===== config.mk =====
export PLATFORM = sky130hd
export DESIGN_NAME = gpe_port
export DESIGN_NICKNAME = d
export VERILOG_FILES = /design/src/gpe_pkg.sv /design/src/gpe_sync.sv /design/src/gpe_port.sv
export SDC_FILE = /design/constraint.sdc
export NUM_CORES = 1
export LEC_CHECK = 0
export ABC_CLOCK_PERIOD_IN_PS = 3000
export BUFFER_PORTS_ARGS = -buffer_cell sky130_fd_sc_hd__buf_2
export CAP_MARGIN = 20
export CELL_PAD_IN_SITES_DETAIL_PLACEMENT = 1
export CELL_PAD_IN_SITES_GLOBAL_PLACEMENT = 1
export CORE_ASPECT_RATIO = 1.1
export CORE_MARGIN = 3
export CORE_UTILIZATION = 40
export DETAILED_ROUTE_END_ITERATION = 6
export GPL_TIMING_DRIVEN = 1
export PLACE_DENSITY_LB_ADDON = 0.1
export SLEW_MARGIN = 20
export SYNTH_ARGS = -nofsm -noshare
export SYNTH_HDL_FRONTEND = slang
export SYNTH_SLANG_ARGS = --single-unit

===== constraint.sdc =====
create_clock -name clk_i -period 3 [get_ports clk_i]
set_input_delay 0 -clock clk_i [delete_from_list [all_inputs] [get_ports clk_i]]
set_output_delay 0 -clock clk_i [all_outputs]
set_load 0.1 [all_outputs]

===== src/gpe_pkg.sv =====
package gpe_pkg;
    // register byte offsets on the plain bus
    localparam logic [2:0] GPE_OFF_PIN_LEVELS = 3'h0;
    localparam logic [2:0] GPE_OFF_DIRECTION = 3'h1;
    localparam logic [2:0] GPE_OFF_OUTPUT_LATCH = 3'h2;
    localparam logic [2:0] GPE_OFF_ANALOG_SELECT = 3'h3;
    localparam logic [2:0] GPE_OFF_PULLUP_ENABLE = 3'h4;

    // widths
    localparam int GPE_IO_PINS = 3;
    localparam int GPE_ALL_PINS = 4;
    localparam int GPE_SYNC_BITS = 7;

    // field positions
    localparam int GPE_INPUT_ONLY_BIT = 3;
    localparam int GPE_PIN3_PULLUP_BIT = 3;

    // values after reset
    localparam logic [2:0] GPE_RST_DIRECTION = 3'h7;
    localparam logic [2:0] GPE_RST_ANALOG = 3'h7;
    localparam logic [2:0] GPE_RST_LATCH = 3'h0;
    localparam logic GPE_RST_PULLUP = 1'b1;
    localparam logic [7:0] GPE_RST_RDATA = 8'h00;

    // synchroniser depth in cycles
    localparam int GPE_SYNC_STAGES = 2;
endpackage


===== src/gpe_sync.sv =====
`timescale 1ns/1ns
module gpe_sync
    import gpe_pkg::*;
#(
    parameter int WIDTH = GPE_SYNC_BITS
) (
    // clock and reset
    input wire logic clk_i,
    input wire logic nrst_i,
    // asynchronous levels in, clean levels out
    input wire logic [WIDTH-1:0] async_i,
    output logic [WIDTH-1:0] sync_o
);
    logic [WIDTH-1:0] meta_ff;
    logic [WIDTH-1:0] sync_ff;

    // two flops per bit; the first is read by the second only
    genvar gi;
    generate
        for (gi = 0; gi < WIDTH; gi++) begin : g_bit
            always_ff @(posedge clk_i or negedge nrst_i) begin
                if (!nrst_i) begin
                    meta_ff[gi] <= 1'b0;
                    sync_ff[gi] <= 1'b0;
                end else begin
                    meta_ff[gi] <= async_i[gi];
                    sync_ff[gi] <= meta_ff[gi];
                end
            end
        end
    endgenerate

    assign sync_o = sync_ff;
endmodule


===== src/gpe_port.sv =====
`timescale 1ns/1ns
// Contract
// - pin register reads present pin levels
// - direction 1 is input, 0 drives; reset 1
// - direction bit 3 reads 1, 7..4 read 0
// - pin register write goes to output latch
// - pin read gives pins; latch reads latch
// - analog select 1 kills digital input; reset 1
// - pull-up bit 3 enables pin 3 pull-up
// - global disable forces all pull-ups off
// - pull-up off while pin is output
// - reduced variant reads pin bits 0
// - port writes act as read-modify-write
// - pin 3 reads 0 when master clear on
// - analog pin reads 0 digitally
// - highest priority output function owns pin
module gpe_port
    import gpe_pkg::*;
(
    // clock and reset
    input wire logic clk_i,
    input wire logic nrst_i,
    // register bus
    input wire logic [2:0] addr_i,
    input wire logic [7:0] wdata_i,
    input wire logic wr_i,
    input wire logic rd_i,
    output logic [7:0] rdata_o,
    // device configuration levels
    input wire logic global_pullup_disable_i,
    input wire logic master_clear_enable_i,
    input wire logic reduced_variant_i,
    // pins
    input wire logic [3:0] pin_level_bits_i,
    output logic [2:0] pin_out_o,
    output logic [2:0] pin_oe_o,
    output logic [2:0] digital_in_en_o,
    output logic pin3_pullup_o,
    // higher priority peripherals, same clock
    input wire logic [2:0] lcd_oe_i,
    input wire logic [2:0] lcd_out_i,
    input wire logic [2:0] ccp_oe_i,
    input wire logic [2:0] ccp_out_i
);

    // bus address decode, used for reads and writes
    function automatic logic hit(input logic [2:0] a, input logic [2:0] off);
        hit = (a == off);
    endfunction

    logic [2:0] direction_bits_ff;
    logic [2:0] output_latch_ff;
    logic [2:0] analog_select_bits_ff;
    logic pin3_pullup_bit_ff;
    logic [7:0] rdata_ff;
    logic [2:0] pin_out_ff;
    logic [2:0] pin_oe_ff;
    logic [2:0] din_en_ff;
    logic pullup_ff;

    logic [6:0] sync_lv;
    logic [3:0] pin_sync;
    logic gpud_sync;
    logic master_clear_enable_sync;
    logic reduced_sync;
    logic [7:0] pin_read;
    logic [7:0] dir_read;
    logic [7:0] lat_read;
    logic [7:0] ans_read;
    logic [7:0] pu_read;
    logic [7:0] nxt_rdata;
    logic [2:0] nxt_pin_out;
    logic [2:0] nxt_pin_oe;
    logic nxt_pullup;

    // every outside level passes two flops first
    gpe_sync #(
        .WIDTH(GPE_SYNC_BITS)
    ) u_sync (
        .clk_i(clk_i),
        .nrst_i(nrst_i),
        .async_i({reduced_variant_i, master_clear_enable_i,
                  global_pullup_disable_i, pin_level_bits_i}),
        .sync_o(sync_lv)
    );

    assign pin_sync = sync_lv[3:0];
    assign gpud_sync = sync_lv[4];
    assign master_clear_enable_sync = sync_lv[5];
    assign reduced_sync = sync_lv[6];

    // direction register; bit 3 has no storage
    always_ff @(posedge clk_i or negedge nrst_i) begin
        if (!nrst_i) begin
            direction_bits_ff <= GPE_RST_DIRECTION;
        end else if (wr_i && hit(addr_i, GPE_OFF_DIRECTION)) begin
            direction_bits_ff <= wdata_i[2:0];
        end
    end

    // output latch, written through either address
    always_ff @(posedge clk_i or negedge nrst_i) begin
        if (!nrst_i) begin
            output_latch_ff <= GPE_RST_LATCH;
        end else if (wr_i && hit(addr_i, GPE_OFF_PIN_LEVELS)) begin
            // the cpu's read-modify-write result arrives as the full byte
            output_latch_ff <= wdata_i[2:0];
        end else if (wr_i && hit(addr_i, GPE_OFF_OUTPUT_LATCH)) begin
            output_latch_ff <= wdata_i[2:0];
        end
    end

    // analog select register
    always_ff @(posedge clk_i or negedge nrst_i) begin
        if (!nrst_i) begin
            analog_select_bits_ff <= GPE_RST_ANALOG;
        end else if (wr_i && hit(addr_i, GPE_OFF_ANALOG_SELECT)) begin
            analog_select_bits_ff <= wdata_i[2:0];
        end
    end

    // pull-up enable, same value on every reset
    always_ff @(posedge clk_i or negedge nrst_i) begin
        if (!nrst_i) begin
            pin3_pullup_bit_ff <= GPE_RST_PULLUP;
        end else if (wr_i && hit(addr_i, GPE_OFF_PULLUP_ENABLE)) begin
            pin3_pullup_bit_ff <= wdata_i[GPE_PIN3_PULLUP_BIT];
        end
    end

    // readback images; reduced variant hides pins 2..0
    always_comb begin
        pin_read = 8'h00;
        pin_read[2:0] = pin_sync[2:0] & ~analog_select_bits_ff;
        if (reduced_sync) begin
            pin_read[2:0] = 3'h0;
        end
        pin_read[GPE_INPUT_ONLY_BIT] = pin_sync[3] & ~master_clear_enable_sync;
        dir_read = 8'h00;
        dir_read[GPE_INPUT_ONLY_BIT] = 1'b1;
        dir_read[2:0] = reduced_sync ? 3'h0 : direction_bits_ff;
        lat_read = 8'h00;
        lat_read[2:0] = reduced_sync ? 3'h0 : output_latch_ff;
        ans_read = 8'h00;
        ans_read[2:0] = reduced_sync ? 3'h0 : analog_select_bits_ff;
        pu_read = 8'h00;
        pu_read[GPE_PIN3_PULLUP_BIT] = pin3_pullup_bit_ff;
    end

    // read mux; unmapped addresses answer zero
    always_comb begin
        nxt_rdata = 8'h00;
        if (hit(addr_i, GPE_OFF_PIN_LEVELS)) begin
            nxt_rdata = pin_read;
        end else if (hit(addr_i, GPE_OFF_DIRECTION)) begin
            nxt_rdata = dir_read;
        end else if (hit(addr_i, GPE_OFF_OUTPUT_LATCH)) begin
            nxt_rdata = lat_read;
        end else if (hit(addr_i, GPE_OFF_ANALOG_SELECT)) begin
            nxt_rdata = ans_read;
        end else if (hit(addr_i, GPE_OFF_PULLUP_ENABLE)) begin
            nxt_rdata = pu_read;
        end
    end

    // read data stands in the cycle after each read strobe, zero otherwise
    always_ff @(posedge clk_i or negedge nrst_i) begin
        if (!nrst_i) begin
            rdata_ff <= GPE_RST_RDATA;
        end else begin
            rdata_ff <= rd_i ? nxt_rdata : GPE_RST_RDATA;
        end
    end

    // output priority: lcd, then ccp, then the port latch
    always_comb begin
        nxt_pin_oe = 3'h0;
        nxt_pin_out = 3'h0;
        for (int i = 0; i < GPE_IO_PINS; i++) begin
            if (lcd_oe_i[i]) begin
                nxt_pin_oe[i] = 1'b1;
                nxt_pin_out[i] = lcd_out_i[i];
            end else if (ccp_oe_i[i]) begin
                nxt_pin_oe[i] = 1'b1;
                nxt_pin_out[i] = ccp_out_i[i];
            end else begin
                // analog select does not stop the driver; software must set input
                nxt_pin_oe[i] = ~direction_bits_ff[i];
                nxt_pin_out[i] = output_latch_ff[i];
            end
            if (reduced_sync) begin
                nxt_pin_oe[i] = 1'b0;
            end
        end
    end

    // pin 3 is never an output, so its direction stays input
    assign nxt_pullup = pin3_pullup_bit_ff & ~gpud_sync & dir_read[GPE_INPUT_ONLY_BIT];

    // registered pin controls; one cycle behind the registers
    always_ff @(posedge clk_i or negedge nrst_i) begin
        if (!nrst_i) begin
            pin_out_ff <= GPE_RST_LATCH;
            pin_oe_ff <= 3'h0;
            din_en_ff <= 3'h0;
            pullup_ff <= 1'b0;
        end else begin
            pin_out_ff <= nxt_pin_out;
            pin_oe_ff <= nxt_pin_oe;
            din_en_ff <= ~analog_select_bits_ff;
            pullup_ff <= nxt_pullup;
        end
    end

    assign rdata_o = rdata_ff;
    assign pin_out_o = pin_out_ff;
    assign pin_oe_o = pin_oe_ff;
    assign digital_in_en_o = din_en_ff;
    assign pin3_pullup_o = pullup_ff;
endmodule


Yosys cells after proc, flatten, opt, wreduce, memory -nomap -nowiden:

Cells that the tools add are included.

* $add $sub $neg: 0
* multipliers: 0
* div/mod/pow operators: 0
* order comparisons: 0
* eq/ne operators: 4
* shift-type cells: 0
* mux-type cells: 27
* bitwise gates (word level): 9
* reduce and logical (&&, ||, !) cells: 7

Operators with widths (number)
* 4-bit 2-to-1 mux: 5
* 3-bit 2-to-1 mux: 6
* 1-bit 2-to-1 mux: 15
* 8-bit 2-to-1 mux: 1
* 3-bit by 2-bit == test with 1-bit output, second input constant: 2
* 1-bit logical AND: 5
* 1-bit inverter: 5
* 3-bit bitwise AND: 1
* 3-bit by 1-bit == test with 1-bit output, second input constant: 1
* 3-bit == test, second input constant: 1
* 3-bit zero test: 1
* 3-bit inverter: 1
* 1-bit bitwise AND: 2
* 2-bit nonzero test: 1

* register bits: 42
* bits in latches: 0
* RAM bits: 0
* ROM bits: 0
* input bits: 34
* output and inout bits: 18
* word-level logic and storage cells: 70
* memories: 0

Longest topological paths before layout:

Gate-level depths: netlist (run 1).

* depth after elaboration: 7
* depth in mapped cells: 4
* gate-level depth less buffers: 3

Cells and area by module:

A second synthesis (run 1) with hierarchy kept.

* cells, all modules: 106
* area, all modules: 1433.9 um^2

By module, submodules not included
* gpe_port: instances 1, cells each 92, area an instance 1083.5 um^2, sequential area each 609.3 um^2
* gpe_sync: instances 1, cells each 14, area an instance 350.3 um^2, sequential area each 350.3 um^2

Least setup slack after synthesis (run 1):

No wires, ideal clock.

* kind: register to register
* start point: register analog_select_bits_ff[2]
* end point: register rdata_ff[2] (netlist: rdata_o[2])
* library setup time: 0.120 ns
* arrival time: 0.978 ns
* path slack: 1.902 ns
* stages on the path, launching flop included: 4
* path buffers: 0
* clock period less this slack: 1.098 ns
* path through: dfstp_2 > nor2_1 > a221o_1 > and3_1

* cells in the longest elaborated chain, start to end: 6
* elaborated cells between the ends (all ways): 9
* classes of those cells: mux: 7; bitwise: 2

Ends and longest elaborated chain
* start, declared: line gpe_port.sv:53 `logic [2:0] analog_select_bits_ff;`
* start signal, assigned: line gpe_port.sv:118 `analog_select_bits_ff <= wdata_i[2:0];`
* 3-bit 2-to-1 mux: line gpe_port.sv:145 `ans_read[2:0] = reduced_sync ? 3'h0 : analog_select_bits_ff;`
* 4-bit 2-to-1 mux: line gpe_port.sv:159 `end else if (hit(addr_i, GPE_OFF_ANALOG_SELECT)) begin`
* 4-bit 2-to-1 mux: line gpe_port.sv:157 `end else if (hit(addr_i, GPE_OFF_OUTPUT_LATCH)) begin`
* 4-bit 2-to-1 mux: line gpe_port.sv:155 `end else if (hit(addr_i, GPE_OFF_DIRECTION)) begin`
* 4-bit 2-to-1 mux (*): line gpe_port.sv:153 `if (hit(addr_i, GPE_OFF_PIN_LEVELS)) begin`
* 8-bit 2-to-1 mux (*): line gpe_port.sv:171 `rdata_ff <= rd_i ? nxt_rdata : GPE_RST_RDATA;`
* end signal, assigned: line gpe_port.sv:171
* end, declared: line gpe_port.sv:55 `logic [7:0] rdata_ff;`

Mark *: on every way between the ends. The rest lies on a longest branch, timed or not.
A chain may end at the register's enable or synchronous reset.

Final worst setup path (run 1):

* start point: input port lcd_oe_i[0]
* end point: register pin_out_ff[0] (netlist: pin_out_o[0])

* cells in the longest elaborated chain, start to end: 1

Ends and longest elaborated chain
* start, declared: line gpe_port.sv:40 `input wire logic [2:0] lcd_oe_i,`
* 1-bit 2-to-1 mux: line gpe_port.sv:180 `if (lcd_oe_i[i]) begin`
* net nxt_pin_out[0]: line gpe_port.sv:72 `logic [2:0] nxt_pin_out;`
* end signal, assigned: line gpe_port.sv:208 `pin_out_ff <= nxt_pin_out;`
* end, declared: line gpe_port.sv:56 `logic [2:0] pin_out_ff;`

The timed path passes the listed nets, and every way through them passes these cells.

==> impl_metrics.toml, run 1 <==
[status]
status = "finished, final reports clean"

[floorplan]
start_util_pct = 42.4
die-area_um2 = 4340
chipWidth_um = 63.1
fp-row-count = 22
num_io_pins = 52
core-area_um2 = 3390
die_height_um = 68.8

[cts]
cts_post_setup_buffers_inserted = 0
clkLatencyLatePin_ps = 350
h-tree-depth = 2
clkTransAtPathRegs_ps = 110
cts_resized = 0
cts_root_buffer = "clkbuf_4"
cts_buffer_depth = 2
clock_sinks = 38
cts_tree = "built"
cts_buffers = 5

[timing]
min_period_ps = 1660
fin_crit_sh_pct = 55.4
tns_ps = 0
tightest_slew_ps = 802
setup_ws_ps = 1340
report.final.slew_viol_count = 0
finalSetupViolCount = 0
fmax_mhz = 601
fin_skew_ps = 9.63
slew_headroom_pct = 46.5
finalHoldViolations = 0
grt_setup_unrepaired = "no"

[synth]
synth_area_per_cell_um2 = 13.5
ys_seq_elements = 38
synthXorXnorAreaFrac_pct = 0
muxShareOfSynthArea_pct = 9.08
synth-simple-area-share_pct = 10.0
yosys.area.top_type_share_pct = 54.1
synthTopCellsByArea = "dfrtp_1 (54%), dfstp_2 (13%), mux2_2 (6.3%)"
synth_area_leader_cell = "dfrtp_1"
synth_top_family_by_area = "simple AND/OR/NAND/NOR gates"
syn_inst = 106
synth_warnings = 0
synth.distinct_cells = 23
synthAdderAreaFrac_pct = 0
syn_area_um2 = 1430
synth_compound_area_share_pct = 8.20
ys_seq_area_share_pct = 66.9

[grt]
grt_pass1_wl_um = 5460
overflow = 0
antenna_found_initial = 0
grt_max_degree = 39
globalRouteTotalUtil_pct = 17.8
grt_pass1_vias = 1221

[cells_and_area]
fill_cells = 372
nets = 212
fin_cells = 227
drive_above_1_share_pct = 38.0
antenna_cells = 0
area_growth_pct = 39.7

[detailed_routing]
drt-vias-per-instance = 4.67
firstDrtPassIters = 4
wl_um = 3270
drt_drc_violations_left = 0
num_vias = 1061
wl_per_cell_um = 14.4
postRouteAntennaNets = 0
drtIter0Drc = 25

[setup_path]
setup.worst_path.start_class = "primary input"
path_cells = "dlygate4sd3_1 > buf_2 > nand2_1 > dlygate4sd3_1 > o21ai_0 > dlygate4sd3_1"
r2r_end = "pin_out_o[2]"
crit_start = "lcd_oe_i[0]"
reg2reg_depth = 3
critical_path_arrival_ps = 1910
path_common_cell = "dlygate4sd3_1"
cp.required_ps = 3250
cp_max_fo = 3
critical_path.endpoint = "pin_out_o[0]"
cp_top_family = "buffers and inverters"
r2r-start = "output_latch_ff[2]"
crit_cells = 6
timing.critical_path.buf_inv = 4
slowest_stage = "dlygate4sd3_1"
end_kind = "flip-flop"
crit_type = "in2reg"
slowest_delay_ps = 550
reg2reg_slack_ps = 1670

[placed_design]
place.gp.congestion = 0.738
place_inst = 193
hpwl_um = 2100
dp_slack_ps = 1830
port_buffers = 43

[power_and_ir_drop]
ir_worst_vdd_mv = 0.306
power.static_leakage_nw = 0.971
p_per_area_nw_per_um2 = 643

[hold_path]
hold_depth = 2
hp-class = "in2reg"

[job]
maxCapViolations = 0
## how the worst min path moves through the flow
stage,from,to,slack (ps)
after global routing,addr_i[1],rdata_o[3],4
after global placement,pin_level_bits_i[0],u_sync.meta_ff[0],110
after floorplan,nrst_i,digital_in_en_o[0],-300
after CTS,addr_i[1],rdata_o[3],5
after detailed placement,reduced_variant_i,u_sync.meta_ff[6],110
final,addr_i[1],rdata_o[3],20
## cell usage after synthesis
| library cell | instances |
|---|---|
| nor2_1 | 5 |
| and3_1 | 1 |
| o21ai_0 | 8 |
| a211oi_1 | 1 |
| dfrtp_1 | 31 |
| mux2i_1 | 4 |
| nand2_1 | 7 |
| conb_1 | 1 |
| and3_2 | 1 |
| nor2b_1 | 1 |
| a21oi_1 | 5 |
| and4bb_2 | 1 |
| a221o_1 | 3 |
| buf_4 | 7 |
| nand2b_1 | 2 |
| dfstp_2 | 7 |
| nand4b_4 | 1 |
| o31ai_1 | 2 |
| inv_1 | 7 |
| nor3b_1 | 1 |
| nor4bb_1 | 1 |
| nor3b_2 | 1 |
| mux2_2 | 8 |
## state kept, by name, summed over array words and instances, names as in the netlist
signal,count
rdata_o,4
pin_oe_o,3
u_sync.sync_o,7
u_sync.meta_ff,7
pin3_pullup_bit_ff,1
analog_select_bits_ff,3
pin_out_o,3
digital_in_en_o,3
pin3_pullup_o,1
direction_bits_ff,3
output_latch_ff,3
## worst register-to-register path, cell delays in order, from the launching register on
cell and delay [ps]:
dfrtp_1 420, mux2i_1 150, o21ai_0 90, dlygate4sd3_1 570
## timing repair
item                                   in CTS  in global routing
setup endpoints to repair                   0                  0
endpoints found under the hold margin      55                  0
hold buffers                               26                  0
## where the power goes
| group | internal [mW] | switching [mW] |
|---|---|---|
| Combinational | 0.0933 | 0.241 |
| Sequential | 0.585 | 0.0311 |
| Clock | 0.177 | 0.162 |
| Total | 0.855 | 0.434 |
## final cells by class
cell class	count	area (µm²)	share of cell area (%)
clock inverter	1	30.0	1.50
clock buffer	7	45.0	2.25
tap	48	60.1	3.00
sequential	38	960	47.9
multi-input combinational	57	407	20.3
timing repair buffer	69	475	23.7
inverter	7	26.3	1.31
## kinds of logic (layout without fill, tap and decap cells)
family	Yosys count	after routing
compound gates	19	19
buf+inv	14	84
flops	38	38
mux	12	12
other cells	1	4
simple gates	22	22
## cells in the final DEF (no fill, tap or decap)
cell type      count
o31ai_1            2
nand2b_1           2
bufinv_16          1
dfrtp_1           31
and3_1             1
nand2_1            7
a211oi_1           1
nor3b_1            1
dlygate4sd3_1     26
dfstp_2            7
inv_1              7
a221o_1            3
conb_1             4
clkbuf_4           5
clkbuf_1           2
nand4b_4           1
o21ai_0            8
nor2_1             5
nor3b_2            1
mux2i_1            4
and3_2             1
nor2b_1            1
buf_2             43
and4bb_2           1
a21oi_1            5
nor4bb_1           1
mux2_2             8
## per-layer routing
layer	up-vias	share of wire, %	GRT usage, %
li1	495	-	-
met5	-	0	0
met4	0	3.8	13.2
met1	514	35	16.8
met3	11	6.4	4.86
met2	41	55	33.7
## through the flow
stage	power, mW	cell area [µm²]	util (%)	hold WS (ps)
6_report	1.29	2000	59.2	21.2
5_1_grt	1.36	2000	59.2	4.27
4_1_cts	1.30	2000	59.2	4.66
3_5_place_dp	0.932	1670	49.3	110
3_3_place_gp	0.921	1670	49.3	108
2_1_floorplan	0.860	1450	-	-296
No activity file was read; power rests on OpenSTA's default activity.
==> run 2: changes to the inputs <==
ABC_AREA = 1   (was default)
ABC_CLOCK_PERIOD_IN_PS = 1500   (was 3000)
CORE_UTILIZATION = 32   (was 40)
clock period = 1.5 ns   (was 3 ns; I/O delays follow)
==> impl_metrics.toml, run 2 <==
[setup_path]
cp.required_ps = 1670
slowest_delay_ps = 550
setup.worst_path.start_class = "flip-flop"
timing.critical_path.buf_inv = 1
cp_top_family = "buffers and inverters"
path_common_cell = "o21ai_0"
cp_max_fo = 3
end_kind = "flip-flop"
slowest_stage = "dlygate4sd3_1"
crit_type = "reg2reg"
path_cells = "o21ai_0 > o21ai_0 > dlygate4sd3_1"
critical_path_arrival_ps = 1470

[detailed_routing]
drt-vias-per-instance = 4.44
drt_drc_violations_left = 0
postRouteAntennaNets = 0
drtIter0Drc = 32
firstDrtPassIters = 2
wl_um = 3400
num_vias = 1209
wl_per_cell_um = 12.5

[synth]
synthTopCellsByArea = "dfrtp_1 (53%), dfstp_2 (13%), nand2_1 (6.7%)"
yosysMostFrequentCell = "dfrtp_1"
ys_seq_area_share_pct = 66.0
synth_warnings = 0
synth_area_per_cell_um2 = 10.1
synth-edff-count = 0
ys_seq_elements = 38
synth.distinct_cells = 14
syn_area_um2 = 1460
syn_inst = 144
synth_area_leader_cell = "dfrtp_1"
synth_top_flop_cell = "dfrtp_1"
async_reset_ff_share_pct = 100
yosys-top-cells-count = "dfrtp_1 (31), nand2_1 (26), inv_1 (25)"
yosys.area.top_type_share_pct = 53.3

[power_and_ir_drop]
ir_worst_vdd_mv = 0.508
power_mw = 2.48
p_per_area_nw_per_um2 = 1210
power.static_leakage_nw = 1.04

[floorplan]
chipWidth_um = 70.3
num_io_pins = 52
die_height_um = 76.7
start_util_pct = 33.5
core-area_um2 = 4350
fp-row-count = 25
die-area_um2 = 5390

[cells_and_area]
antenna_cells = 0
layout_common_cells = "buf_2 (43), dfrtp_1 (31), nand2_1 (26), inv_1 (25), dlygate4sd3_1 (24)"
nets = 252
drive_above_1_share_pct = 27.5
layout_commonest_cell = "buf_2"
final_area_um2 = 2060
area_growth_pct = 41.3

[cts]
cts_post_setup_buffers_inserted = 0
h-tree-depth = 2
cts_resized = 0
clkLatencyLatePin_ps = 280
cts_tree = "built"
cts_root_buffer = "clkbuf_8"
cts_buffers = 5
clkTransAtPathRegs_ps = 70
cts_buffer_depth = 2
clock_sinks = 38

[timing]
grt_setup_unrepaired = "no"
report.final.slew_viol_count = 0
fin_skew_ps = 5.47
tns_ps = 0
fmax_mhz = 765
finalHoldViolations = 0
min_period_ps = 1310
finalSetupViolCount = 0
fin_crit_sh_pct = 87.1

[grt]
overflow = 0
grt_pass1_vias = 1291
grt_max_degree = 39
globalRouteTotalUtil_pct = 13.6
antenna_found_initial = 0
grt_pass1_wl_um = 5790

[hold_path]
hp-class = "in2reg"

[status]
status = "finished, final reports clean"

[placed_design]
port_buffers = 43
hpwl_um = 2500
place.gp.congestion = 0.783
placed_area_um2 = 1740

[job]
maxCapViolations = 0
run 2: repair_timing:
item / 4_1_cts / 5_1_grt
endpoints found under the setup margin: 0 / 1
hold buffers: 24 / 1
hold endpoints to repair: 57 / 1
run 2: area by class of cell:
type	count	area, µm²
well taps	54	67.6
multi-input cells	80	383
repair buffers	68	475
clock buffers	7	76.3
fillers	532	2290
inverters	25	93.8
flip-flops and latches	38	960
run 2: routing by layer:
metal	global-route usage, %	wire length (µm)
met1	16.7	1440
met2	22.6	1710
met3	4.33	202
met4	4.60	44
met5	0	0
run 2: cells by family after synthesis:
kind of cell | synth area share (%)
other | 0.258
buffers and inverters | 8.51
flip-flops | 66.0
AND/OR/NAND/NOR | 17.9
AO/OA/AOI/OAI | 7.39
run 2: through the flow:
stage	cells	util (%)	hold WS, ps	setup slack (ps)
after global routing	272	47.3	63.0	98.7
after global placement	241	40.0	-22.5	555
after CTS	272	47.3	27.3	48.4
final	272	47.3	28.0	193
after floorplan	147	-	-296	611
after detailed placement	241	40.0	-14.8	509
run 2: final timing paths:
kind	startpoint	end	slack, ps	depth (start not counted)
min in group asynchronous	nrst_i	pin_oe_o[1]	220	3
max in group asynchronous	nrst_i	analog_select_bits_ff[0]	1030	3
hold reg to reg	u_sync.meta_ff[4]	u_sync.sync_o[4]	350	0
hold / removal	wr_i	pin3_pullup_bit_ff	30	3
setup / recovery	output_latch_ff[0]	pin_out_o[0]	190	3
setup reg to reg	output_latch_ff[0]	pin_out_o[0]	190	3
run 2: power breakdown:
part / leakage (nW) / internal, mW / switching, mW / total (mW)
logic: 0.552 / 0.152 / 0.496 / 0.648
clock network: 0.0383 / 0.320 / 0.320 / 0.640
registers: 0.447 / 1.16 / 0.0398 / 1.20
total: 1.04 / 1.63 / 0.856 / 2.48
run 2: tightest hold or removal path: stages:
cell and delay, ps:
buf_2 130, nand4_1 100, o21ai_0 80
==> run 3: changes to the inputs <==
BUFFER_PORTS_ARGS = -buffer_cell sky130_fd_sc_hd__buf_4   (was -buffer_cell sky130_fd_sc_hd__buf_2)
==> impl_metrics.toml, run 3 (same netlist as run 2, synthesis figures left out) <==
[setup_path]
setup.worst_path.start_class = "flip-flop"
end_kind = "flip-flop"
crit_type = "reg2reg"
cp_max_fo = 3
r2r-start = "output_latch_ff[0]"
cp.required_ps = 1670
r2r_end = "pin_out_o[0]"
reg2reg_slack_ps = 90
critical_path_arrival_ps = 1580
reg2reg_depth = 3

[placed_design]
dp_slack_ps = 503
place.gp.congestion = 0.804
port_buffers = 43
hpwl_um = 2490

[cts]
clkTransAtPathRegs_ps = 70
clock_sinks = 38
clkLatencyLatePin_ps = 280
cts_root_buffer = "clkbuf_8"
cts_resized = 0
cts_tree = "built"
cts_post_setup_buffers_inserted = 0
cts_buffer_depth = 2
h-tree-depth = 2
cts_buffers = 5

[floorplan]
core-area_um2 = 4350
fp-row-count = 25
num_io_pins = 52
chipWidth_um = 70.3
die-area_um2 = 5390
start_util_pct = 33.5
die_height_um = 76.7

[cells_and_area]
area_growth_pct = 46.9
layout_commonest_cell = "buf_4"
layout_common_cells = "buf_4 (43), dfrtp_1 (31), nand2_1 (26), inv_1 (25), dlygate4sd3_1 (22)"
antenna_cells = 0
nets = 249
drive_above_1_share_pct = 28.2

[timing]
finalHoldViolations = 0
min_period_ps = 1410
tns_ps = 0
fin_skew_ps = 1.02
setup_ws_ps = 87.2
finalSetupViolCount = 0
grt_setup_unrepaired = "no"
whs_ps = 40.6
fmax_mhz = 708
fin_crit_sh_pct = 94.2
report.final.slew_viol_count = 0

[job]
maxCapViolations = 0

[power_and_ir_drop]
p_per_area_nw_per_um2 = 1210
internal_power_mw = 1.72
ir_worst_vdd_mv = 0.659
p_seq_share_pct = 46.4
power.static_leakage_nw = 1.07
switching_share_pct = 33.5
power.switching_mw = 0.865
pwr-share-clk_pct = 27.0
combPwrFrac_pct = 26.6
power_mw = 2.58

[hold_path]
min_to = "pin3_pullup_bit_ff"
hp-class = "in2reg"
worstHoldStart = "wr_i"
hold_depth = 3

[grt]
grt_pass1_vias = 1310
antenna_found_initial = 0
grt_pass1_wl_um = 5800
globalRouteTotalUtil_pct = 13.7
grt_max_degree = 39
overflow = 0

[detailed_routing]
drtIter0Drc = 24
wl_um = 3380
drt_drc_violations_left = 0
wl_per_cell_um = 12.5
firstDrtPassIters = 3
postRouteAntennaNets = 0
drt-vias-per-instance = 4.43
num_vias = 1196

[status]
status = "finished, final reports clean"
==> run 3: layout make-up <==
type	instances	area [µm²]
fillers	523	2210
flip-flops and latches	38	960
repair buffers	65	543
multi-input cells	80	383
inverters	25	93.8
clock buffers	7	86.3
well taps	54	67.6
clock inverters	1	5.00
==> run 3: power groups by stage <==
stage | Combinational (mW) | Sequential (mW) | Clock [mW]
2_1_floorplan | 0.170 | 1.49 | 0
3_3_place_gp | 0.633 | 1.22 | 0
3_5_place_dp | 0.643 | 1.22 | 0
4_1_cts | 0.696 | 1.20 | 0.726
5_1_grt | 0.738 | 1.21 | 0.780
6_report | 0.688 | 1.20 | 0.696
==> run 3: worst max-delay path by stage <==
stage / depth (start not counted) / start / slack (ps) / endpoint
6_report: 3 / output_latch_ff[0] / 90 / pin_out_o[0]
5_1_grt: 3 / output_latch_ff[1] / 70 / pin_out_o[1]
3_3_place_gp: 5 / analog_select_bits_ff[2] / 560 / rdata_o[2]
4_1_cts: 3 / output_latch_ff[2] / 150 / pin_out_o[2]
2_1_floorplan: 3 / direction_bits_ff[0] / 610 / pin_oe_o[0]
3_5_place_dp: 4 / direction_bits_ff[2] / 500 / rdata_o[2]
==> run 3: layer usage <==
| layer | wire (µm) | global-route usage [%] | vias to the layer above | part of all wire [%] |
|---|---|---|---|---|
| met1 | 1380 | 15.5 | 575 | 41 |
| li1 | - | - | 584 | - |
| met4 | 33 | 3.64 | 0 | 0.98 |
| met5 | 0 | 0 | - | 0 |
| met2 | 1760 | 24.2 | 33 | 52 |
| met3 | 208 | 5.11 | 4 | 6.2 |
==> run 3: worst max-delay path: stages, from the launching register on <==
cell and delay, ps:
dfrtp_1 400, o21ai_0 210, o21ai_0 120, dlygate4sd3_1 560
==> run 3: through the flow <==
stage / cell area (µm²) / util (%) / instances
floorplan: 1470 / - / 147
global placement: 1830 / 42.0 / 240
detailed placement: 1830 / 42.0 / 240
CTS: 2140 / 49.2 / 270
global route: 2140 / 49.2 / 270
finish: 2140 / 49.2 / 270
==> run 3: what timing repair did <==
action / 4_1_cts / 5_1_grt
endpoints found under the hold margin: 50 / 0
endpoints found under the setup margin: 0 / 0
hold buffers: 22 / 0
